**config.mk**
```make
export PLATFORM = sky130hd
export DESIGN_NAME = gpp_port
export DESIGN_NICKNAME = d
export VERILOG_FILES = /design/src/design/gpp_pkg.sv /design/src/design/gpp_bus_if.sv /design/src/design/gpp_decode.sv /design/src/design/gpp_port.sv
export SDC_FILE = /design/constraint.sdc
export NUM_CORES = 1
export LEC_CHECK = 0
export BUFFER_PORTS_ARGS = -buffer_cell sky130_fd_sc_hd__buf_4
export CAP_MARGIN = 20
export CORE_MARGIN = 3
export CORE_UTILIZATION = 58
export CTS_CLUSTER_DIAMETER = 30
export CTS_CLUSTER_SIZE = 8
export DETAILED_ROUTE_END_ITERATION = 10
export GPL_TIMING_DRIVEN = 1
export PLACE_DENSITY_LB_ADDON = 0.08
export SYNTH_ARGS = -nofsm -noshare
export SYNTH_HDL_FRONTEND = slang
export SYNTH_HIERARCHICAL = 1
export SYNTH_SLANG_ARGS = --single-unit
```
**constraint.sdc**
```tcl
create_clock -name clk_i -period 9.8 [get_ports clk_i]
set_input_delay 0.49 -clock clk_i [delete_from_list [all_inputs] [get_ports clk_i]]
set_output_delay 0.49 -clock clk_i [all_outputs]
set_load 0.01 [all_outputs]
```
**src/design/gpp_pkg.sv**
```systemverilog
// Package of constants and types for the general-purpose pad port.
package gpp_pkg;

    // ************************************************************
    // Sizes
    // ************************************************************
    localparam int GPP_NPADS = 17;
    localparam int GPP_AW    = 4;
    localparam int GPP_DW    = 32;
    // Index of the sleep-wake pad, which offers pull-down, not pull-up.
    localparam int GPP_SLEEP_WAKE_PAD = 16;

    typedef logic [GPP_NPADS-1:0] gpp_vec_t;

    // ************************************************************
    // Register offsets (word index on the register port)
    // ************************************************************
    localparam logic [GPP_AW-1:0] GPP_OUT_OFS    = 4'h0;
    localparam logic [GPP_AW-1:0] GPP_OE_OFS     = 4'h1;
    localparam logic [GPP_AW-1:0] GPP_IN_OFS     = 4'h2;
    localparam logic [GPP_AW-1:0] GPP_PULL_OFS   = 4'h3;
    localparam logic [GPP_AW-1:0] GPP_ALT_OFS    = 4'h4;
    localparam logic [GPP_AW-1:0] GPP_TRIG_OFS   = 4'h5;
    localparam logic [GPP_AW-1:0] GPP_POL_OFS    = 4'h6;
    localparam logic [GPP_AW-1:0] GPP_IEN_OFS    = 4'h7;
    localparam logic [GPP_AW-1:0] GPP_STAT_OFS   = 4'h8;
    localparam logic [GPP_AW-1:0] GPP_MASK_OFS   = 4'h9;
    localparam logic [GPP_AW-1:0] GPP_HOLD_OFS   = 4'ha;
    localparam logic [GPP_AW-1:0] GPP_WAKE_OFS   = 4'hb;

    // ************************************************************
    // Reset values
    // ************************************************************
    localparam gpp_vec_t GPP_VEC_RST  = 17'h00000;
    localparam gpp_vec_t GPP_MASK_RST = 17'h1ffff;

    // Wake-enable bit inside the wake control register.
    localparam int GPP_WAKE_EN_BIT = 0;

endpackage

```
**src/design/gpp_bus_if.sv**
```systemverilog
// Interface carrying register port signals between the top and its decoder.
`timescale 1ns/100ps
interface gpp_bus_if;
    import gpp_pkg::*;
    logic [GPP_AW-1:0] addr;
    logic              wr;
    logic              rd;
    logic [GPP_DW-1:0] wdata;
    logic [11:0]       wr_hit;
    logic [11:0]       rd_hit;

    modport top (
        output addr,
        output wr,
        output rd,
        output wdata,
        input  wr_hit,
        input  rd_hit
    );
    modport dec (
        input  addr,
        input  wr,
        input  rd,
        output wr_hit,
        output rd_hit
    );
endinterface

```
**src/design/gpp_decode.sv**
```systemverilog
// Address decoder producing one-hot register select strobes.
`timescale 1ns/100ps
module gpp_decode
    import gpp_pkg::*;
(
    gpp_bus_if.dec bus
);
    // ************************************************************
    // One-hot decode of the word index
    // ************************************************************
    always_comb begin
        bus.wr_hit = 12'h000;
        bus.rd_hit = 12'h000;
        if (bus.addr <= GPP_WAKE_OFS) begin
            bus.wr_hit[bus.addr] = bus.wr;
            bus.rd_hit[bus.addr] = bus.rd;
        end
    end
endmodule

```
**src/design/gpp_port.sv**
```systemverilog
// Seventeen-pad general-purpose I/O port with interrupts, hold and wake.
// Contract
// - Seventeen pins; software assigns each pin's function through registers.
// - Per-pad pull-up or high impedance; sleep-wake pad offers pull-down only.
// - Input pin levels are captured into a software-readable register.
// - Each input raises an interrupt; software selects edge or level.
// - Pads are bidirectional, non-inverting, tristate with per-pad enable.
// - Each pin may carry an alternate peripheral function instead.
// - With hold on in low power, outputs keep their pre-entry value.
// - An external pin interrupt wakes the chip from light sleep.
`timescale 1ns/100ps
module gpp_port
    import gpp_pkg::*;
(
    input  wire logic              clk_i,
    input  wire logic              sys_rst_i,
    input  wire logic              clk_en_i,
    input  wire logic [GPP_AW-1:0] reg_addr_i,
    input  wire logic [GPP_DW-1:0] reg_wdata_i,
    input  wire logic              reg_wr_i,
    input  wire logic              reg_rd_i,
    output logic      [GPP_DW-1:0] reg_rdata_o,
    input  wire logic [16:0]       pad_in_i,
    output logic      [16:0]       pad_out_o,
    output logic      [16:0]       pad_oe_o,
    output logic      [16:0]       pad_pu_o,
    output logic      [16:0]       pad_pd_o,
    input  wire logic [16:0]       alt_out_i,
    input  wire logic [16:0]       alt_oe_i,
    output logic      [16:0]       alt_in_o,
    input  wire logic              low_power_i,
    output logic                   wake_o,
    output logic                   irq_o
);

    // ************************************************************
    // State
    // ************************************************************
    typedef struct packed {
        gpp_vec_t          out;
        gpp_vec_t          oe;
        gpp_vec_t          pull;
        gpp_vec_t          alt;
        gpp_vec_t          trig;
        gpp_vec_t          pol;
        gpp_vec_t          ien;
        gpp_vec_t          stat;
        gpp_vec_t          mask;
        gpp_vec_t          hold;
        logic              wake_en;
        gpp_vec_t          in_s;
        gpp_vec_t          in_d;
        gpp_vec_t          held_out;
        gpp_vec_t          held_oe;
        logic              lp_d;
        gpp_vec_t          pad_out;
        gpp_vec_t          pad_oe;
        gpp_vec_t          pad_pu;
        gpp_vec_t          pad_pd;
        gpp_vec_t          alt_in;
        logic [GPP_DW-1:0] rdata;
        logic              wake;
        logic              irq;
    } gpp_state_s;

    gpp_state_s st_r;
    gpp_state_s st_nxt;

    gpp_bus_if bus ();

    assign bus.addr  = reg_addr_i;
    assign bus.wr    = reg_wr_i;
    assign bus.rd    = reg_rd_i;
    assign bus.wdata = reg_wdata_i;

    gpp_decode u_dec (
        .bus (bus)
    );

    // ************************************************************
    // Next-state logic
    // ************************************************************
    gpp_vec_t wv;
    gpp_vec_t hit_ev;
    gpp_vec_t drv_out;
    gpp_vec_t drv_oe;
    gpp_vec_t stat_new;
    logic     enter_lp;

    always_comb begin
        st_nxt   = st_r;
        wv       = bus.wdata[GPP_NPADS-1:0];
        // Input capture for software and peripherals.
        st_nxt.in_s   = pad_in_i;
        st_nxt.in_d   = st_r.in_s;
        st_nxt.alt_in = pad_in_i;
        // Edge when trig bit set, else level; pol picks rising/high.
        for (int i = 0; i < GPP_NPADS; i++) begin
            if (st_r.trig[i]) begin
                hit_ev[i] = st_r.pol[i]
                    ? (st_r.in_s[i] & ~st_r.in_d[i])
                    : (~st_r.in_s[i] & st_r.in_d[i]);
            end else begin
                hit_ev[i] = ~(st_r.in_s[i] ^ st_r.pol[i]);
            end
        end
        hit_ev = hit_ev & st_r.ien & ~st_r.oe;
        // Write-one clears, but a new event in the same cycle wins.
        stat_new = st_r.stat;
        if (bus.wr_hit[GPP_STAT_OFS]) begin
            stat_new = stat_new & ~wv;
        end
        stat_new    = stat_new | hit_ev;
        st_nxt.stat = stat_new;

        // Register writes configure each pin's function.
        if (bus.wr_hit[GPP_OUT_OFS])  st_nxt.out  = wv;
        if (bus.wr_hit[GPP_OE_OFS])   st_nxt.oe   = wv;
        if (bus.wr_hit[GPP_PULL_OFS]) st_nxt.pull = wv;
        if (bus.wr_hit[GPP_ALT_OFS])  st_nxt.alt  = wv;
        if (bus.wr_hit[GPP_TRIG_OFS]) st_nxt.trig = wv;
        if (bus.wr_hit[GPP_POL_OFS])  st_nxt.pol  = wv;
        if (bus.wr_hit[GPP_IEN_OFS])  st_nxt.ien  = wv;
        if (bus.wr_hit[GPP_MASK_OFS]) st_nxt.mask = wv;
        if (bus.wr_hit[GPP_HOLD_OFS]) st_nxt.hold = wv;
        if (bus.wr_hit[GPP_WAKE_OFS]) begin
            st_nxt.wake_en = bus.wdata[GPP_WAKE_EN_BIT];
        end

        // Alternate function replaces the register-driven value.
        drv_out = (st_r.alt & alt_out_i) | (~st_r.alt & st_r.out);
        drv_oe  = (st_r.alt & alt_oe_i)  | (~st_r.alt & st_r.oe);

        // Snapshot drive on entry to low power; held pads keep it.
        st_nxt.lp_d = low_power_i;
        enter_lp    = low_power_i & ~st_r.lp_d;
        if (enter_lp) begin
            st_nxt.held_out = drv_out;
            st_nxt.held_oe  = drv_oe;
        end
        if (low_power_i) begin
            drv_out = (st_r.hold & (enter_lp ? drv_out : st_r.held_out))
                    | (~st_r.hold & drv_out);
            drv_oe  = (st_r.hold & (enter_lp ? drv_oe : st_r.held_oe))
                    | (~st_r.hold & drv_oe);
        end
        // Non-inverting tristate driver per pad.
        st_nxt.pad_out = drv_out;
        st_nxt.pad_oe  = drv_oe;
        // Pull-up on all pads but the sleep-wake pad, which pulls down.
        st_nxt.pad_pu = st_r.pull;
        st_nxt.pad_pu[GPP_SLEEP_WAKE_PAD] = 1'b0;
        st_nxt.pad_pd = '0;
        st_nxt.pad_pd[GPP_SLEEP_WAKE_PAD] = st_r.pull[GPP_SLEEP_WAKE_PAD];

        st_nxt.irq  = |(stat_new & ~st_r.mask);
        // Pin interrupt in low power requests wake-up.
        st_nxt.wake = st_r.wake_en & low_power_i & |(stat_new & ~st_r.mask);

        // ********************************************************
        // Read port: data valid the cycle after the strobe.
        // ********************************************************
        st_nxt.rdata = '0;
        case (1'b1)
            bus.rd_hit[GPP_OUT_OFS]:  st_nxt.rdata[16:0] = st_r.out;
            bus.rd_hit[GPP_OE_OFS]:   st_nxt.rdata[16:0] = st_r.oe;
            bus.rd_hit[GPP_IN_OFS]:   st_nxt.rdata[16:0] = st_r.in_s;
            bus.rd_hit[GPP_PULL_OFS]: st_nxt.rdata[16:0] = st_r.pull;
            bus.rd_hit[GPP_ALT_OFS]:  st_nxt.rdata[16:0] = st_r.alt;
            bus.rd_hit[GPP_TRIG_OFS]: st_nxt.rdata[16:0] = st_r.trig;
            bus.rd_hit[GPP_POL_OFS]:  st_nxt.rdata[16:0] = st_r.pol;
            bus.rd_hit[GPP_IEN_OFS]:  st_nxt.rdata[16:0] = st_r.ien;
            bus.rd_hit[GPP_STAT_OFS]: st_nxt.rdata[16:0] = st_r.stat;
            bus.rd_hit[GPP_MASK_OFS]: st_nxt.rdata[16:0] = st_r.mask;
            bus.rd_hit[GPP_HOLD_OFS]: st_nxt.rdata[16:0] = st_r.hold;
            bus.rd_hit[GPP_WAKE_OFS]: st_nxt.rdata[0]    = st_r.wake_en;
            default:                  st_nxt.rdata       = '0;
        endcase
    end

    // ************************************************************
    // State register
    // ************************************************************
    always_ff @(posedge clk_i or posedge sys_rst_i) begin
        if (sys_rst_i) begin
            st_r      <= '0;
            st_r.mask <= GPP_MASK_RST;
        end else if (clk_en_i) begin
            st_r <= st_nxt;
        end
    end

    assign reg_rdata_o = st_r.rdata;
    assign pad_out_o   = st_r.pad_out;
    assign pad_oe_o    = st_r.pad_oe;
    assign pad_pu_o    = st_r.pad_pu;
    assign pad_pd_o    = st_r.pad_pd;
    assign alt_in_o    = st_r.alt_in;
    assign wake_o      = st_r.wake;
    assign irq_o       = st_r.irq;

endmodule

```
# == Word-level counts from Yosys, hierarchy flattened ==
# Index checks and enable logic that the tools add are counted.
# classes
n_lt_le_gt_ge,3
n_mux,66
n_bitwise,130
reduce_logical,13
# op_table
cell,n
17-bit AND,12
16-bit 2-to-1 mux,11
17-bit 2-to-1 mux,5
17-bit inverter,5
17-bit OR,5
1-bit inverter,52
1-bit 2-to-1 mux,47
1-bit AND,37
12-bit AND,2
12-bit 2-to-1 mux,2
2-bit AND reduction,11
17-bit OR reduction,1
1-bit XOR,17
"4-bit by 5-bit < comparator with 1-bit output, second input constant",1
1-bit demux with 4-bit select,1
"4-bit by 1-bit >= comparator with 1-bit output, second input constant",1
"4-bit less-or-equal comparator, second input constant",1
1-bit logical AND,1
# totals
reg_bits,310
input_bits,93
out_inout_bits,119
wordCells,235

# == Depth between registers and ports, before layout ==
# depth
ltp_word,18
depth_mapped,10
ltp_nobuf,7

# == Cells and area by module ==
# Netlist, hierarchy kept.
# modules_own_cells
mod,n_inst,cells_per_inst,area_each_um2,seq_area_each_um2
gpp_port,1,1482,15847.7,7778.7
gpp_decode,1,41,242.7,0.0

# == Least setup slack after synthesis ==
# OpenSTA, ideal clock, no wires.
# synth_path
kind,input port to flip-flop
startpoint,in reg_addr_i[0]
endpoint,"reg st_r, in the netlist reg_rdata_o[3]"
setup_time_ns,0.082
t_arrival_ns,2.197
t_required_ns,9.718
setup_slack_ns,7.521
path_stages,9
path_buffers,2
path_cell_list,or3b_4 > nor2_1 > buf_4 > buf_6 > nand2_1 > o21ai_0 > a211oi_1 > or4_1 > a31oi_1
# synth_via
elab_cells_between_ends,19
classes_between,order compare: 3; mux: 14; bitwise: 1; reduce/logical: 1
# synth_rtl
item,line_no,text
"start, declared",gpp_port.sv:18,"input wire logic [GPP_AW-1:0] reg_addr_i,"
4-bit by 5-bit < comparator with 1-bit output (implied by the code) / 4-bit by 1-bit >= comparator with 1-bit output (equally long branches),gpp_decode.sv:16,bus.rd_hit[bus.addr] = bus.rd;
1-bit logical AND (implied by the code),gpp_decode.sv:16,
1-bit 2-to-1 mux (implied by the code),gpp_decode.sv:16,
1-bit demux with 4-bit select,-,
12-bit AND (no source line),-,
12-bit 2-to-1 mux *,gpp_decode.sv:14,if (bus.addr <= GPP_WAKE_OFS) begin
named net bus.rd_hit[4],gpp_bus_if.sv:10,logic [11:0] rd_hit;
16-bit 2-to-1 mux * (5 in a row),gpp_port.sv:164,case (1'b1)
"end signal, assigned",gpp_port.sv:189,st_r <= st_nxt;
"end, declared",gpp_port.sv:66,gpp_state_s st_r;
# Mark *: on every way through the listed nets, which the timed path passes. The rest lies on a longest branch.
# A chain may end at the register's enable or synchronous reset.

==> results.tsv <==
stage	metric	value	unit
global_route	grt_usage	27.8	%
place	preCtsSetupSlack	6.14	ns
sta	hold_viol	0	
detailed_routing	routed_wl	42200	um
sta	drv_slew	0	
detailed_routing	drt-initial-drc-count	1091	
cts	cts_setup_buffers	0	
floorplan	start_util	59.4	%
place	dp_hpwl	28100	um
power_and_ir_drop	p_sw	1.29	mW
layout	final_cell_mix	dfrtp_1 (293), nand2_1 (216), mux2_2 (207), buf_4 (177), o21ai_0 (114)	
layout	fin_nets	1679	
cts	clock_sinks	310	
detailed_routing	firstDrtPassIters	6	
layout	multiInputGateArea	0.00693	mm2
layout	regArea	0.00778	mm2
power_and_ir_drop	power.density	251	mW/mm2
global_route	overflow	0	
floorplan	core_area	0.0271	mm2
place	gp_congestion	0.890	
critical_path	reg2regPathDepth	5	
layout	syn_to_final_growth	18.2	%
critical_path	required	10.17	ns
power_and_ir_drop	p_sw_share	27.0	%
critical_path	path_class	input pin to flop	
critical_path	cp-start-kind	input pin	
layout	stdcell_area	0.0190	mm2
layout	n_fill_cell	2030	
detailed_routing	ant_nets	0	
detailed_routing	wl_per_cell	21.0	um
sta	grt_setup_unrepaired	false	
cts	insertion_delay	0.55	ns
place	dpl_cell_area	0.0167	mm2
cts	cts_buffer_depth	3	
detailed_routing	vias	11700	
detailed_routing	drc	0	
global_route	grt_pass1_wl	66000	um
sta	setup_ws	6.70	ns
cts	h-tree-depth	3	
layout	n_antenna_cell	0	
critical_path	path_cells	buf_6 -> buf_4 -> inv_1 -> nor2_1 -> a31oi_1	
detailed_routing	route.met2.wl	18200	um
floorplan	die_h	173	um
global_route	first_global_vias	11500	
power_and_ir_drop	p_leak	8.44	nW
detailed_routing	viasPerCell	5.85	
critical_path	worstReg2RegEnd	wake_o	
place	io_buffer_count	164	
critical_path	rr_startpoint	alt_in_o[6]	
floorplan	num_rows	60	
status	outcome	finished clean	
sta	finalSetupTns	0	ns
floorplan	dieArea	0.0298	mm2
critical_path	crit_slowest_cell	nor2_1	
cts	clockRootBuffer	clkbuf_16	
cts	postCtsHoldBufs	0	
power_and_ir_drop	p_clk_share	46.7	%
critical_path	cp-end-kind	flop	
power_and_ir_drop	comb_power_share	15.1	%
global_route	grt_max_degree	150	
yosys	syn_avg_cell_area	10.6	um2
detailed_routing	met3_length	3970	um
critical_path	critPathTopFamily	buffers and inverters	
power_and_ir_drop	power.total	4.77	mW
sta	fmax	322	MHz
power_and_ir_drop	power.internal	3.48	mW
sta	slew_headroom	24.8	%
power_and_ir_drop	seqPwrFrac	38.2	%
power_and_ir_drop	ir_drop	0.000146	V
cts	numCtsBuffers	66	
sta	clock_skew	0.0172	ns
run	maxCapViolCount	0	
cts	cts_tree	yes	
detailed_routing	highest-signal-layer	met5	
floorplan	boundaryPins	212	
critical_path	path_max_fanout	105	
cts	ctsResizeCount	0	
yosys	synth_cells	1522	
sta	timing.final.crit_period	3.10	ns
critical_path	path_buf_inv	3	
critical_path	arrival	3.47	ns
sta	worst_pin_slew	1.10	ns
sta	finalSetupViolations	0	
yosys	netlist_area	0.0161	mm2
yosys	yosysWarnings	6	
floorplan	die_width	173	um
layout	drive_gt1_share	32.2	%
min_path	hp-class	input pin to async pin	
critical_path	critical-path-max-stage-delay	0.95	ns
sta	post-route-period-util	31.7	%
detailed_routing	wl_met1	19200	um
cts	clk_pin_slew	0.04	ns
layout	final_common_cell	dfrtp_1	
global_route	antenna_found_initial	1	
critical_path	r2r_slack	7.55	ns
==> per-layer routing <==
layer  up-vias  global-route usage [%]
li1       5372                       -
met1      5757                    41.3
met2       540                    41.4
met3        70                    6.48
met4         2                    7.87
met5         -                       0
==> how the worst max path moves through the flow <==
stage	to	start	cells past startpoint
4_1_cts	reg_rdata_o[1]	clk_en_i	5
3_5_place_dp	reg_rdata_o[14]	clk_en_i	5
2_1_floorplan	alt_in_o[0]	sys_rst_i	1
3_3_place_gp	reg_rdata_o[14]	clk_en_i	5
6_report	reg_rdata_o[1]	clk_en_i	5
5_1_grt	reg_rdata_o[1]	clk_en_i	5
==> state kept, by name, indices dropped and copies added (netlist names), 16 cells and up <==
| name | flops |
|---|---|
| st_r | 206 |
| alt_in_o | 17 |
| pad_oe_o | 17 |
| pad_out_o | 17 |
| reg_rdata_o | 17 |
| st_nxt | 17 |
| pad_pu_o | 16 |
==> power by group through the flow <==
stage / registers [mW] / logic (mW) / clock network (mW)
2_1_floorplan: 1.73 / 0.592 / 0
3_3_place_gp: 1.81 / 0.698 / 0
3_5_place_dp: 1.82 / 0.718 / 0
4_1_cts: 1.81 / 0.724 / 2.25
5_1_grt: 1.85 / 0.797 / 2.33
6_report: 1.82 / 0.722 / 2.23
==> metrics by stage <==
step	hold slack, ns	cells	util (%)
5_1_grt	0.122	2006	70.2
2_1_floorplan	0.450	1553	-
3_5_place_dp	0.471	1889	61.7
4_1_cts	0.123	2005	70.1
3_3_place_gp	0.462	1889	61.7
6_report	0.0604	2006	70.2
==> worst reg2reg max path, delay by kind of cell (launching register included) <==
| family | cells | cell delay, ns |
|---|---|---|
| AO/OA/AOI/OAI | 4 | 1.53 |
| flip-flops | 1 | 0.46 |
| XOR/XNOR | 1 | 0.19 |
==> area by class of cell <==
| class | count | area share (%) |
|---|---|---|
| Clock buffer | 91 | 10.2 |
| Clock inverter | 25 | 1.76 |
| Inverter | 50 | 1.03 |
| Multi-Input combinational cell | 978 | 36.4 |
| Sequential cell | 310 | 40.9 |
| Tap cell | 372 | 2.45 |
| Timing Repair Buffer | 180 | 7.23 |
(Power assumes the default switching activity.)
